[config.mk]
export PLATFORM = sky130hd
export DESIGN_NAME = jtp_device_flat
export DESIGN_NICKNAME = d
export VERILOG_FILES = /design/src/logic/jtp_pkg.sv /design/src/logic/jtp_link_if.sv /design/src/logic/jtp_device.sv /design/src/flat_wrapper.sv
export SDC_FILE = /design/constraint.sdc
export NUM_CORES = 1
export LEC_CHECK = 0
export BUFFER_PORTS_ARGS = -buffer_cell sky130_fd_sc_hd__buf_2
export CELL_PAD_IN_SITES_DETAIL_PLACEMENT = 1
export CELL_PAD_IN_SITES_GLOBAL_PLACEMENT = 2
export CORE_MARGIN = 4
export CORE_UTILIZATION = 38
export CTS_CLUSTER_DIAMETER = 200
export DETAILED_ROUTE_END_ITERATION = 12
export PLACE_DENSITY_LB_ADDON = 0.08
export SETUP_SLACK_MARGIN = 0.15
export SYNTH_ARGS = -nofsm -noshare
export SYNTH_HDL_FRONTEND = slang
export SYNTH_SLANG_ARGS = --single-unit
[constraint.sdc]
create_clock -name clock_in -period 2.7 [get_ports clock_in]
set_input_delay 0 -clock clock_in [delete_from_list [all_inputs] [get_ports clock_in]]
set_output_delay 0 -clock clock_in [all_outputs]
set_load 0.005 [all_outputs]
[src/logic/jtp_pkg.sv]
// Shared constants and types for the test access port controller and its host
package jtp_pkg;
	// Controller states, sixteen in all
	typedef enum logic [3:0] {
		ST_RESET, ST_IDLE,
		ST_SEL_DR, ST_CAP_DR, ST_SHIFT_DR, ST_EXIT1_DR, ST_PAUSE_DR, ST_EXIT2_DR, ST_UPD_DR,
		ST_SEL_IR, ST_CAP_IR, ST_SHIFT_IR, ST_EXIT1_IR, ST_PAUSE_IR, ST_EXIT2_IR, ST_UPD_IR
	} jtp_state_type;

	// Instruction register width and its fixed capture pattern
	localparam int IR_WIDTH = 4;
	localparam logic [3:0] IR_CAPTURE = 4'h1;
	// Instruction codes (values arbitrary)
	localparam logic [3:0] INSN_IDCODE = 4'h1;
	localparam logic [3:0] INSN_USER = 4'h8;
	localparam logic [3:0] INSN_BYPASS = 4'hF;
	// Data register widths
	localparam int DR_MAX = 32;
	localparam int ID_WIDTH = 32;
	localparam int USER_WIDTH = 8;
	localparam int BYPASS_WIDTH = 1;
	localparam logic [5:0] LEN_ID = 6'h20;
	localparam logic [5:0] LEN_USER = 6'h08;
	localparam logic [5:0] LEN_BYPASS = 6'h01;
	// Identification word (value arbitrary)
	localparam logic [31:0] ID_VALUE = 32'h1234_5679;

	// Host walk lengths, counted as last step index, and the number of mode select highs in the reset walk
	localparam logic [5:0] LAST_RESET = 6'h05;
	localparam logic [5:0] LAST_IR_PRE = 6'h03;
	localparam logic [5:0] LAST_IR_SHIFT = 6'h03;
	localparam logic [5:0] LAST_POST = 6'h01;
	localparam logic [5:0] LAST_DR_PRE = 6'h02;
	localparam logic [5:0] RESET_ONES = 6'h05;

	// Link clock: 320 ns period from a 40 ns system clock
	localparam int CLK_PERIOD_NS = 40;
	localparam int TCK_PERIOD_NS = 320;
	localparam int TCK_HALF_CYCLES = TCK_PERIOD_NS / (2 * CLK_PERIOD_NS);
	localparam int FIFO_DEPTH = 8;
endpackage

[src/logic/jtp_link_if.sv]
// Four-wire test link between host and device, with pull-up on the data return
`timescale 1ns/1ns
interface jtp_link_if;
	logic tck;       // Test clock, made by the host
	logic tms;       // Mode select
	logic tdi;       // Serial data toward the device
	logic tdo_drive; // Device data value
	logic tdo_oe;    // Device drives the return line
	logic tdo;       // Resolved return line

	// Pull-up holds the line high while the device does not drive it
	assign tdo = tdo_oe ? tdo_drive : 1'b1;

	modport device (input tck, input tms, input tdi, output tdo_drive, output tdo_oe);
	modport host (output tck, output tms, output tdi, input tdo);
endinterface

[src/logic/jtp_device.sv]
// Test access port controller: state machine, instruction and data registers
// Operation
// RULE_01: Sixteen states stepped by mode select on rises
// RULE_02: Power-on reset enters Test-Logic-Reset
// RULE_03: Shift registers move least significant bit first
// RULE_04: Host uses 1,1,0,0 to reach Shift-IR
// RULE_05: Four-bit instruction, last bit on exit
// RULE_06: Instruction shift outputs fixed capture 0x01
// RULE_07: Instruction selects data register and its logic
// RULE_08: Instruction takes effect only in Update-IR
// RULE_09: Exit and pause states do nothing
// RULE_10: Host uses 1,0,0 to reach Shift-DR
// RULE_11: Mode select low until last data bit
// RULE_12: Capture-DR loads parallel inputs for shifting
// RULE_13: Latched data output changes only in Update-DR
// RULE_14: Direct path to data; idle-time functions allowed
// RULE_15: Five mode select highs force Test-Logic-Reset
// RULE_16: No asynchronous test reset input
// RULE_17: Unprogrammed enable fuse holds controller reset
// RULE_18: Return line undriven unless shifting
// RULE_19: Return line changes on falling test clock
`timescale 1ns/1ns
module jtp_device (
	input wire logic clock_in,
	input wire logic reset_in,
	input wire logic test_port_enable_fuse_in,
	input wire logic test_port_disable_bit_in,
	input wire logic [jtp_pkg::USER_WIDTH-1:0] user_capture_in,
	jtp_link_if.device link,
	output logic [3:0] state_out,
	output logic [jtp_pkg::IR_WIDTH-1:0] instruction_out,
	output logic [jtp_pkg::USER_WIDTH-1:0] user_data_out,
	output logic run_test_active_out,
	output logic port_enabled_out
);
	logic [1:0] tck_sync; // Two-stage synchronisers
	logic [1:0] tms_sync;
	logic [1:0] tdi_sync;
	logic tck_prev; // Last synchronised clock level
	logic tck_rise; // Rising edge seen
	logic tck_fall; // Falling edge seen
	logic enabled; // Port usable
	jtp_pkg::jtp_state_type state;
	jtp_pkg::jtp_state_type next_state;
	logic [jtp_pkg::IR_WIDTH-1:0] ir_shift; // Instruction shift stage
	logic [jtp_pkg::IR_WIDTH-1:0] ir; // Current instruction
	logic [jtp_pkg::DR_MAX-1:0] dr_shift; // Shared data shift stage
	logic [5:0] dr_len; // Length of the selected data register
	logic [jtp_pkg::DR_MAX-1:0] capture_value; // Parallel value for the selected register
	logic tdo_bit; // Bit to present next
	logic tdo_drive;
	logic tdo_oe;

	// Port is live only with the fuse programmed and the disable bit clear
	assign enabled = test_port_enable_fuse_in && !test_port_disable_bit_in;
	assign tck_rise = tck_sync[1] && !tck_prev;
	assign tck_fall = !tck_sync[1] && tck_prev;

	// Pins pass two flip-flops before any logic reads them
	always_ff @(posedge clock_in or posedge reset_in) begin
		if (reset_in) begin
			tck_sync <= 2'h0;
			tms_sync <= 2'h3;
			tdi_sync <= 2'h3;
			tck_prev <= 1'b0;
		end else begin
			tck_sync <= {tck_sync[0], link.tck};
			tms_sync <= {tms_sync[0], link.tms};
			tdi_sync <= {tdi_sync[0], link.tdi};
			tck_prev <= tck_sync[1];
		end
	end

	// Next state from mode select; five highs reach reset from anywhere
	always_comb begin
		next_state = state;
		case (state)
			jtp_pkg::ST_RESET: next_state = tms_sync[1] ? jtp_pkg::ST_RESET : jtp_pkg::ST_IDLE; // RULE_15
			jtp_pkg::ST_IDLE: next_state = tms_sync[1] ? jtp_pkg::ST_SEL_DR : jtp_pkg::ST_IDLE;
			jtp_pkg::ST_SEL_DR: next_state = tms_sync[1] ? jtp_pkg::ST_SEL_IR : jtp_pkg::ST_CAP_DR;
			jtp_pkg::ST_CAP_DR: next_state = tms_sync[1] ? jtp_pkg::ST_EXIT1_DR : jtp_pkg::ST_SHIFT_DR;
			jtp_pkg::ST_SHIFT_DR: next_state = tms_sync[1] ? jtp_pkg::ST_EXIT1_DR : jtp_pkg::ST_SHIFT_DR;
			jtp_pkg::ST_EXIT1_DR: next_state = tms_sync[1] ? jtp_pkg::ST_UPD_DR : jtp_pkg::ST_PAUSE_DR;
			jtp_pkg::ST_PAUSE_DR: next_state = tms_sync[1] ? jtp_pkg::ST_EXIT2_DR : jtp_pkg::ST_PAUSE_DR;
			jtp_pkg::ST_EXIT2_DR: next_state = tms_sync[1] ? jtp_pkg::ST_UPD_DR : jtp_pkg::ST_SHIFT_DR;
			jtp_pkg::ST_UPD_DR: next_state = tms_sync[1] ? jtp_pkg::ST_SEL_DR : jtp_pkg::ST_IDLE;
			jtp_pkg::ST_SEL_IR: next_state = tms_sync[1] ? jtp_pkg::ST_RESET : jtp_pkg::ST_CAP_IR;
			jtp_pkg::ST_CAP_IR: next_state = tms_sync[1] ? jtp_pkg::ST_EXIT1_IR : jtp_pkg::ST_SHIFT_IR;
			jtp_pkg::ST_SHIFT_IR: next_state = tms_sync[1] ? jtp_pkg::ST_EXIT1_IR : jtp_pkg::ST_SHIFT_IR;
			jtp_pkg::ST_EXIT1_IR: next_state = tms_sync[1] ? jtp_pkg::ST_UPD_IR : jtp_pkg::ST_PAUSE_IR;
			jtp_pkg::ST_PAUSE_IR: next_state = tms_sync[1] ? jtp_pkg::ST_EXIT2_IR : jtp_pkg::ST_PAUSE_IR;
			jtp_pkg::ST_EXIT2_IR: next_state = tms_sync[1] ? jtp_pkg::ST_UPD_IR : jtp_pkg::ST_SHIFT_IR;
			// Update-IR may lead straight into a data scan without idling
			jtp_pkg::ST_UPD_IR: next_state = tms_sync[1] ? jtp_pkg::ST_SEL_DR : jtp_pkg::ST_IDLE; // RULE_14
			default: next_state = jtp_pkg::ST_RESET;
		endcase
	end

	// State register, stepped on test clock rises; the only resets are
	// power-on, the disabled port and the mode select walk
	always_ff @(posedge clock_in or posedge reset_in) begin
		if (reset_in) begin
			state <= jtp_pkg::ST_RESET; // RULE_02
		end else if (!enabled) begin
			state <= jtp_pkg::ST_RESET; // RULE_17
		end else if (tck_rise) begin
			state <= next_state; // RULE_01 RULE_16
		end
	end

	// Instruction picks the data register length and capture value
	always_comb begin
		capture_value = '0;
		if (ir == jtp_pkg::INSN_IDCODE) begin
			dr_len = jtp_pkg::LEN_ID;
			capture_value = jtp_pkg::ID_VALUE; // RULE_07
		end else if (ir == jtp_pkg::INSN_USER) begin
			dr_len = jtp_pkg::LEN_USER;
			capture_value[jtp_pkg::USER_WIDTH-1:0] = user_capture_in; // RULE_07
		end else begin
			dr_len = jtp_pkg::LEN_BYPASS;
		end
	end

	// Instruction path: capture fixed pattern, shift, adopt only in Update-IR
	always_ff @(posedge clock_in or posedge reset_in) begin
		if (reset_in) begin
			ir_shift <= '0;
			ir <= jtp_pkg::INSN_IDCODE;
		end else if (!enabled) begin
			ir <= jtp_pkg::INSN_IDCODE;
		end else if (tck_rise) begin
			case (state)
				jtp_pkg::ST_RESET: ir <= jtp_pkg::INSN_IDCODE;
				jtp_pkg::ST_CAP_IR: ir_shift <= jtp_pkg::IR_CAPTURE; // RULE_06
				// Least significant bit leaves first, new bit enters at the top
				jtp_pkg::ST_SHIFT_IR: ir_shift <= {tdi_sync[1], ir_shift[jtp_pkg::IR_WIDTH-1:1]}; // RULE_03 RULE_05
				jtp_pkg::ST_UPD_IR: ir <= ir_shift; // RULE_08
				default: ir <= ir; // RULE_09
			endcase
		end
	end

	// Data path: capture parallel inputs, shift through the selected length
	always_ff @(posedge clock_in or posedge reset_in) begin
		if (reset_in) begin
			dr_shift <= '0;
		end else if (enabled && tck_rise) begin
			case (state)
				jtp_pkg::ST_CAP_DR: dr_shift <= capture_value; // RULE_12
				jtp_pkg::ST_SHIFT_DR: begin
					// Entry point is the top bit of the selected register
					for (int i = 0; i < jtp_pkg::DR_MAX; i++) begin
						if (i == int'(dr_len) - 1) begin
							dr_shift[i] <= tdi_sync[1]; // RULE_03
						end else if (i < jtp_pkg::DR_MAX - 1) begin
							dr_shift[i] <= dr_shift[i+1];
						end else begin
							dr_shift[i] <= 1'b0;
						end
					end
				end
				default: dr_shift <= dr_shift; // RULE_09
			endcase
		end
	end

	// Latched user output changes only in Update-DR under the user instruction
	always_ff @(posedge clock_in or posedge reset_in) begin
		if (reset_in) begin
			user_data_out <= '0;
		end else if (enabled && tck_rise && state == jtp_pkg::ST_UPD_DR && ir == jtp_pkg::INSN_USER) begin
			user_data_out <= dr_shift[jtp_pkg::USER_WIDTH-1:0]; // RULE_13
		end
	end

	// Bit to present: instruction stage in Shift-IR, data stage otherwise
	assign tdo_bit = (state == jtp_pkg::ST_SHIFT_IR) ? ir_shift[0] : dr_shift[0];

	// Return line updated on falling clock, driven only while shifting
	always_ff @(posedge clock_in or posedge reset_in) begin
		if (reset_in) begin
			tdo_drive <= 1'b1;
			tdo_oe <= 1'b0;
		end else if (!enabled) begin
			tdo_oe <= 1'b0; // RULE_17
		end else if (tck_fall) begin
			tdo_drive <= tdo_bit; // RULE_19
			tdo_oe <= (state == jtp_pkg::ST_SHIFT_IR) || (state == jtp_pkg::ST_SHIFT_DR); // RULE_18
		end
	end
	assign link.tdo_drive = tdo_drive;
	assign link.tdo_oe = tdo_oe;

	// Status outputs, all registered
	always_ff @(posedge clock_in or posedge reset_in) begin
		if (reset_in) begin
			state_out <= 4'h0;
			instruction_out <= jtp_pkg::INSN_IDCODE;
			run_test_active_out <= 1'b0;
			port_enabled_out <= 1'b0;
		end else begin
			state_out <= state;
			instruction_out <= ir;
			// User instruction runs its function while idling
			run_test_active_out <= (state == jtp_pkg::ST_IDLE) && (ir == jtp_pkg::INSN_USER); // RULE_14
			port_enabled_out <= enabled;
		end
	end
endmodule

[src/flat_wrapper.sv]
// flat-port wrapper written by rule: the top's interface ports become plain ports
module jtp_device_flat 
  (clock_in, reset_in, test_port_enable_fuse_in, test_port_disable_bit_in, user_capture_in, state_out, instruction_out, user_data_out, run_test_active_out, port_enabled_out, link_tck, link_tms, link_tdi, link_tdo_drive, link_tdo_oe);
  jtp_link_if link_i ();
  input wire logic clock_in;
  input wire logic reset_in;
  input wire logic test_port_enable_fuse_in;
  input wire logic test_port_disable_bit_in;
  input wire logic [jtp_pkg::USER_WIDTH-1:0] user_capture_in;
  output logic [3:0] state_out;
  output logic [jtp_pkg::IR_WIDTH-1:0] instruction_out;
  output logic [jtp_pkg::USER_WIDTH-1:0] user_data_out;
  output logic run_test_active_out;
  output logic port_enabled_out;
  input wire logic [$bits(link_i.tck)-1:0] link_tck;
  input wire logic [$bits(link_i.tms)-1:0] link_tms;
  input wire logic [$bits(link_i.tdi)-1:0] link_tdi;
  output wire logic [$bits(link_i.tdo_drive)-1:0] link_tdo_drive;
  output wire logic [$bits(link_i.tdo_oe)-1:0] link_tdo_oe;
  assign link_i.tck = link_tck;
  assign link_i.tms = link_tms;
  assign link_i.tdi = link_tdi;
  assign link_tdo_drive = link_i.tdo_drive;
  assign link_tdo_oe = link_i.tdo_oe;
  jtp_device u_core (.clock_in(clock_in), .reset_in(reset_in), .test_port_enable_fuse_in(test_port_enable_fuse_in), .test_port_disable_bit_in(test_port_disable_bit_in), .user_capture_in(user_capture_in), .link(link_i), .state_out(state_out), .instruction_out(instruction_out), .user_data_out(user_data_out), .run_test_active_out(run_test_active_out), .port_enabled_out(port_enabled_out));
endmodule
==> results of run 1 <==
## state kept, by name (all words and copies together) (netlist names)
register	count
u_core.run_test_active_out	1
u_core.port_enabled_out	1
u_core.user_data_out	8
u_core.tdi_sync	2
u_core.link.tdo_drive	1
u_core.tms_sync	2
u_core.state	4
u_core.dr_shift	32
u_core.ir	4
u_core.tck_prev	1
u_core.link.tdo_oe	1
u_core.tck_sync	2
u_core.instruction_out	4
u_core.ir_shift	4
u_core.state_out	4
## cells in the final DEF (no fill, tap or decap), types with 2 or more instances in the layout
cell	n
dfrtp_1	64
a311o_1	2
o211ai_1	2
o31ai_2	5
a2111oi_0	2
mux2_2	9
dlygate4sd3_1	7
a31oi_1	4
nand3_1	2
dfstp_2	7
xnor2_1	2
clkinv_2	3
buf_4	10
clkbuf_8	10
nand4_1	2
nor2b_1	5
nand2b_1	4
mux2i_1	3
nor2_1	21
o21ai_0	13
nand3b_1	4
buf_2	34
o21ai_1	3
nand2_1	25
a22o_1	17
nor3_1	2
a221oi_1	3
inv_1	2
a21oi_1	19
## stage by stage
stage	setup slack, ns	hold WS (ns)
finish	0.585	0.0258
global route	0.399	0.0286
CTS	0.529	0.0108
detailed placement	0.525	0.107
global placement	0.589	0.106
floorplan	0.842	0.00448
## area by class of cell
cell class	count	share of cell area
clock buffer	11	0.0398
inverter	4	0.00422
tap	102	0.0359
timing repair buffer	51	0.0887
sequential	71	0.502
multi-input combinational	170	0.323
clock inverter	4	0.00634
## power by group through the flow
stage | combinational [mW] | sequential (mW) | clock [mW]
2_1_floorplan | 0.0604 | 1.13 | 0
3_5_place_dp | 0.0983 | 1.14 | 0
4_1_cts | 0.107 | 1.12 | 0.753
6_report | 0.103 | 1.12 | 0.725
3_3_place_gp | 0.0973 | 1.13 | 0
5_1_grt | 0.120 | 1.12 | 0.803
## metal layers
metal,vias to the layer above,GRT usage,share of wire
li1,1049,-,-
met1,1109,0.230,0.51
met2,36,0.223,0.44
met3,8,0.0316,0.034
met4,0,0.0607,0.014
met5,-,0,0
## how the worst min path moves through the flow
stage,start,end,slack [ns],cells after the start
floorplan,link_tdi,u_core.tdi_sync[0]$_DFF_PP1_,0.004,0
global placement,link_tdi,u_core.tdi_sync[0]$_DFF_PP1_,0.11,1
detailed placement,link_tdi,u_core.tdi_sync[0]$_DFF_PP1_,0.11,1
CTS,user_capture_in[4],u_core.dr_shift[4]$_DFFE_PP0P_,0.01,3
global route,user_capture_in[4],u_core.dr_shift[4]$_DFFE_PP0P_,0.03,3
finish,user_capture_in[4],u_core.dr_shift[4]$_DFFE_PP0P_,0.03,3
## cell families after synthesis
| kind of cell | share of synthesized area |
|---|---|
| flip-flops | 0.587 |
| buffers and inverters | 0.0350 |
| AO/OA/AOI/OAI | 0.192 |
| AND/OR/NAND/NOR | 0.137 |
| XOR/XNOR | 0.00576 |
| multiplexers | 0.0432 |
## tightest hold or removal path, stage by stage
cell and delay (ns):
buf_2 0.10, a21oi_1 0.15, o31ai_2 0.08
==> reports/qor.yml, run 1 <==
period_minus_slack_ns: 2.12
ant_nets: 0
ctsHtreeMaxLevel: 3
fin_skew_ns: 0.00599
comb_power_share: 0.053
areaGrowthSynthToFinish_pct: 17.0
avgViaCountPerCell: 5.33
drc: 0
cts_tree: "done"
synth.most_common_cell: "dfrtp_1"
multiInputGateArea_um2: 1150
hold_violations: 0
via_count: 2202
utilization: 0.458
crit_fanout: 8
antennaDiodeCount: 0
synth_edf_count: 0
die-area_um2: 9490
grt_remaining_overflow: 0
fmax_mhz: 473
fin_total_pwr_mw: 1.94
tightest_slew_ns: 0.900
crit_buf_inv: 0
r2r_cells: 4
synth.largest_area_cell: "dfrtp_1"
worstSkewPairLatency_ns: 0.34
cts_hold_buf: 7
synth_ff_type: "dfrtp_1"
synth_cells: 261
grt_usage: 0.155
fin_cells: 413
pwr-share-seq: 0.574
slowest_stage: "nor4b_4"
wl_per_cell_um: 16.6
rr_startpoint: "u_core.ir[1]$_DFFE_PP0P_"
cap_viol_max_count: 0
path_cells: "nor4b_4, nand2_1, nor4_4, mux2_2"
first_global_vias: 2333
drt-total-wl_mm: 6.85
start_kind: "flip-flop"
dieWidth_um: 97.4
post-route-period-util: 0.783
nets: 322
hp-class: "input port to flip-flop"
antenna_found_initial: 0
ir_drop_v: 0.000260
cts-root-buf: "clkbuf_8"
fillCellCount: 870
pwr-share-clk: 0.373
ys_seq_area_frac: 0.587
outcome: "complete, no violations"
p_sw_uw: 458
slew_viol_final: 0
seq_area_um2: 1790
syn_area_um2: 3040
r2r_end: "u_core.user_data_out[4]$_DFFE_PP0P_"
start_util: 0.391
synth.avg_cell_area_um2: 11.6
synth_cell_types: 51
rows: 32
ys_top_cells_by_count: "64 x dfrtp_1, 25 x nand2_1, 21 x nor2_1, 19 x a21oi_1, 17 x a22o_1"
rsz0062_at_grt: "false"
synth_top_area_share: 0.527
hpwl_mm: 4.50
p_leak_nw: 1.66
path_class: "flip-flop to flip-flop"
dr.pass1.iters: 4
slowest_delay_ns: 0.50
arrival_ns: 2.34
placed_area_um2: 3320
cp_top_family: "simple AND/OR/NAND/NOR gates"
slew_headroom: 0.400
die_h_um: 97.4
crit_path_start: "u_core.ir[1]$_DFFE_PP0P_"
ios: 35
switching_share: 0.236
grt_max_degree: 72
core_area_um2: 7770
dp_cells: 391
intPower_mw: 1.49
clock-sinks: 71
cts_resized: 0
power_density_nw_per_um2: 547
path_depth: 4
globalplace.congestion: 0.774
critPathRequiredTime_ns: 2.93
clock_path_buffers: 2
endpoint_kind: "flip-flop"
synth_area_leaders: "dfrtp_1 53%, dfstp_2 6.1%, a22o_1 4.9%"
synth_seq_cells: 71
syn-num-nets: 276
cts_buffers: 9
drive_gt1_frac: 0.280
async_flop_share: 1.00
endpoint: "u_core.user_data_out[4]$_DFFE_PP0P_"
port_buffers: 34
setup_viol_count_final: 0
yosys_warnings: 0
rrSetupSlack_ns: 0.58
fin_tns_setup_ns: 0
drt_iter0_markers: 87
fin_area_um2: 3550
grt_pass1_wl_mm: 12.0
path_clk_slew_ns: 0.07
cts_setup_buffers: 0
Note: power is estimated with default switching activity, not from simulation.
==> run 2: changes to the inputs <==
--- a/config.mk
+++ b/config.mk
@@ -9,7 +9,7 @@
 export CELL_PAD_IN_SITES_DETAIL_PLACEMENT = 1
 export CELL_PAD_IN_SITES_GLOBAL_PLACEMENT = 2
 export CORE_MARGIN = 4
-export CORE_UTILIZATION = 38
+export CORE_UTILIZATION = 35
 export CTS_CLUSTER_DIAMETER = 200
 export DETAILED_ROUTE_END_ITERATION = 12
 export PLACE_DENSITY_LB_ADDON = 0.08
==> constraint.sdc (replaced) <==
create_clock -name clock_in -period 1.81 [get_ports clock_in]
set_input_delay 0 -clock clock_in [delete_from_list [all_inputs] [get_ports clock_in]]
set_output_delay 0 -clock clock_in [all_outputs]
set_load 0.005 [all_outputs]
==> run 2 against run 1 <==
Compared with the run above:
- the flow now finishes with violations (negative setup slack)
- maximum frequency up 17%
- cell area is 13% higher
- first-iteration DRC count down 3.4%
- routed wire length grew 9.2%
- global-route usage increased by 0.48 points
- count of clock-buffer cells in the layout grew 1
- cell count rose by 9.0%
- register-to-register slack got worse by 0.59 ns
- sequential cell count is the same
- sequential share of layout area shrank 5.7 points
- sequential power is 48% higher
- critical endpoint is now u_core.dr_shift[7]$_DFFE_PP0P_
- largest power group unchanged
==> reports/qor.yml, run 2 (same netlist as run 1, synthesis figures left out) <==
outcome: "complete, but fails checks"
violations: "negative setup slack"
clock-sinks: 71  # unchanged
grt_remaining_overflow: 0  # unchanged
start_kind: "flip-flop"
areaGrowthSynthToFinish_pct: 32.4
fin_total_pwr_mw: 3.06  # +58%
path_clk_slew_ns: 0.08  # about the same
setup_viol_count_final: 1  # +1
slew_viol_final: 0  # unchanged
grt_usage: 0.160  # +0.00482
top_register: "u_core.dr_shift"
die-area_um2: 10200  # +7.9%
ant_nets: 0  # unchanged
fmax_mhz: 552  # +17%
layout_common_cells: "60 x dfrtp_1, 34 x buf_2, 34 x buf_4"
period_minus_slack_ns: 1.81  # -0.304 ns
globalplace.congestion: 0.753  # -2.7%
port_buffers: 34  # unchanged
final_common_cell: "dfrtp_1"
avgViaCountPerCell: 5.09  # -4.5%
crit_fanout: 45  # +37
antenna_found_initial: 0  # unchanged
holdWs_ns: 0.0120  # -0.0138 ns
cts_buffers: 9  # unchanged
grt_use_met2: 0.236  # +0.0129
fin_tns_setup_ns: -0.00153  # -0.00153 ns
via_count: 2292  # +4.1%
path_class: "flip-flop to flip-flop"
utilization: 0.482  # +0.0247
rsz0062_at_grt: "true"
use_met3: 0.0337  # +0.00216
ctsHtreeMaxLevel: 3  # unchanged
cap_viol_max_count: 0  # unchanged
grt.busiest_layer: "met2"
drt-total-wl_mm: 7.49  # +9.2%
dr.pass1.iters: 4  # unchanged
setup_ws_ns: -0.00153  # -0.586 ns
multiInputGateArea_um2: 1250  # +9.1%
ios: 35  # unchanged
slew_headroom: 0.731  # +0.331
antennaDiodeCount: 0  # unchanged
power_density_nw_per_um2: 761  # +39%
drc: 0  # unchanged
hpwl_mm: 4.97  # +10%
cts-root-buf: "clkbuf_8"
nets: 355  # +10%
worstSkewPairLatency_ns: 0.34  # about the same
ir_drop_v: 0.000384  # +48%
seq_area_um2: 1790  # +0.28%
core_area_um2: 8340  # +7.4%
post-route-period-util: 1.00  # +0.217
clock_path_buffers: 2  # unchanged
hold_violations: 0  # unchanged
grt_pass1_wl_mm: 12.7  # +6.1%
fin_skew_ns: 0.0118  # +0.00578 ns
tightest_slew_ns: 0.402  # -0.497 ns
start_util: 0.364  # -0.0269
first_global_vias: 2388  # +2.4%
drt_iter0_markers: 84  # -3.4%
cts_tree: "done"
hp-class: "input port to flip-flop"
gr-usage-met1: 0.233  # +0.00346
wl_per_cell_um: 16.6  # +0.26%
largest_reg_flops: 32  # unchanged
arrival_ns: 2.04  # -0.30 ns
reg_top3: "u_core.dr_shift: 32 flops, u_core.user_data_out: 8 flops"
drive_gt1_frac: 0.383  # +0.103
grt_max_degree: 72  # unchanged
die_h_um: 101  # +3.9%
p_leak_nw: 1.88  # +13%
dieWidth_um: 101  # +3.9%
endpoint_kind: "flip-flop"
rows: 33  # +3.1%
critPathRequiredTime_ns: 2.04  # -0.89 ns
fillCellCount: 901  # +3.6%
-- run 2: where the power goes --
group	leakage (nW)	switching, mW	internal, mW
registers	0.937	0.0312	1.63
clock network	0.0904	0.580	0.634
logic	0.853	0.101	0.0820
total	1.88	0.712	2.35
-- run 2: per-layer routing --
metal / up-vias / share of wire
li1: 1110 / -
met1: 1129 / 0.50
met2: 46 / 0.45
met3: 7 / 0.036
met4: 0 / 0.0099
met5: - / 0
-- run 2: area by class of cell --
| cell class | instances | area share |
|---|---|---|
| Timing Repair Buffer | 84 | 0.161 |
| Clock buffer | 12 | 0.0336 |
| Tap cell | 105 | 0.0327 |
| Multi-Input combinational cell | 170 | 0.311 |
| Clock inverter | 4 | 0.0118 |
| Sequential cell | 71 | 0.445 |
| Inverter | 4 | 0.00467 |
-- run 2: what timing repair did --
| action | 4_1_cts | 5_1_grt |
|---|---|---|
| endpoints found under the hold margin | 70 | 1 |
| hold buffers | 7 | 1 |
| setup endpoints to repair | 43 | 47 |
| setup buffers | 7 | 2 |
| pin swaps | 3 | 1 |
| resized for setup | 17 | 7 |
-- run 2: worst max-delay path, cell delays in order, from the launching register on --
cell,delay [ns]
dfrtp_1,0.42
or3b_4,0.42
a2111o_1,0.41
buf_12,0.20
a221oi_2,0.18
nor2_1,0.07
-- run 2: final timing paths --
check                                             startpoint                        endpoint  slack [ns]  cells past startpoint
min in group asynchronous                           reset_in  u_core.dr_shift[4]$_DFFE_PP0P_        0.29                      4
worst max-delay path             u_core.state[0]$_DFFE_PP0P_  u_core.dr_shift[7]$_DFFE_PP0P_      -0.002                      5
worst max register to register   u_core.state[0]$_DFFE_PP0P_  u_core.dr_shift[7]$_DFFE_PP0P_      -0.002                      5
worst min-delay path                      user_capture_in[6]  u_core.dr_shift[6]$_DFFE_PP0P_        0.01                      3
worst min register to register  u_core.tck_sync[0]$_DFF_PP0_    u_core.tck_sync[1]$_DFF_PP0_        0.36                      0
max in group asynchronous                           reset_in    u_core.tms_sync[0]$_DFF_PP1_        1.14                      4
-- run 2: per-stage QoR --
step	setup WS (ns)	cells	cell area [um^2]
after floorplan	-0.0315	261	3120
after global placement	-0.0213	417	3610
after detailed placement	-0.0393	417	3610
after CTS	0.00563	447	3980
after global routing	-0.0849	450	4020
final	-0.00153	450	4020
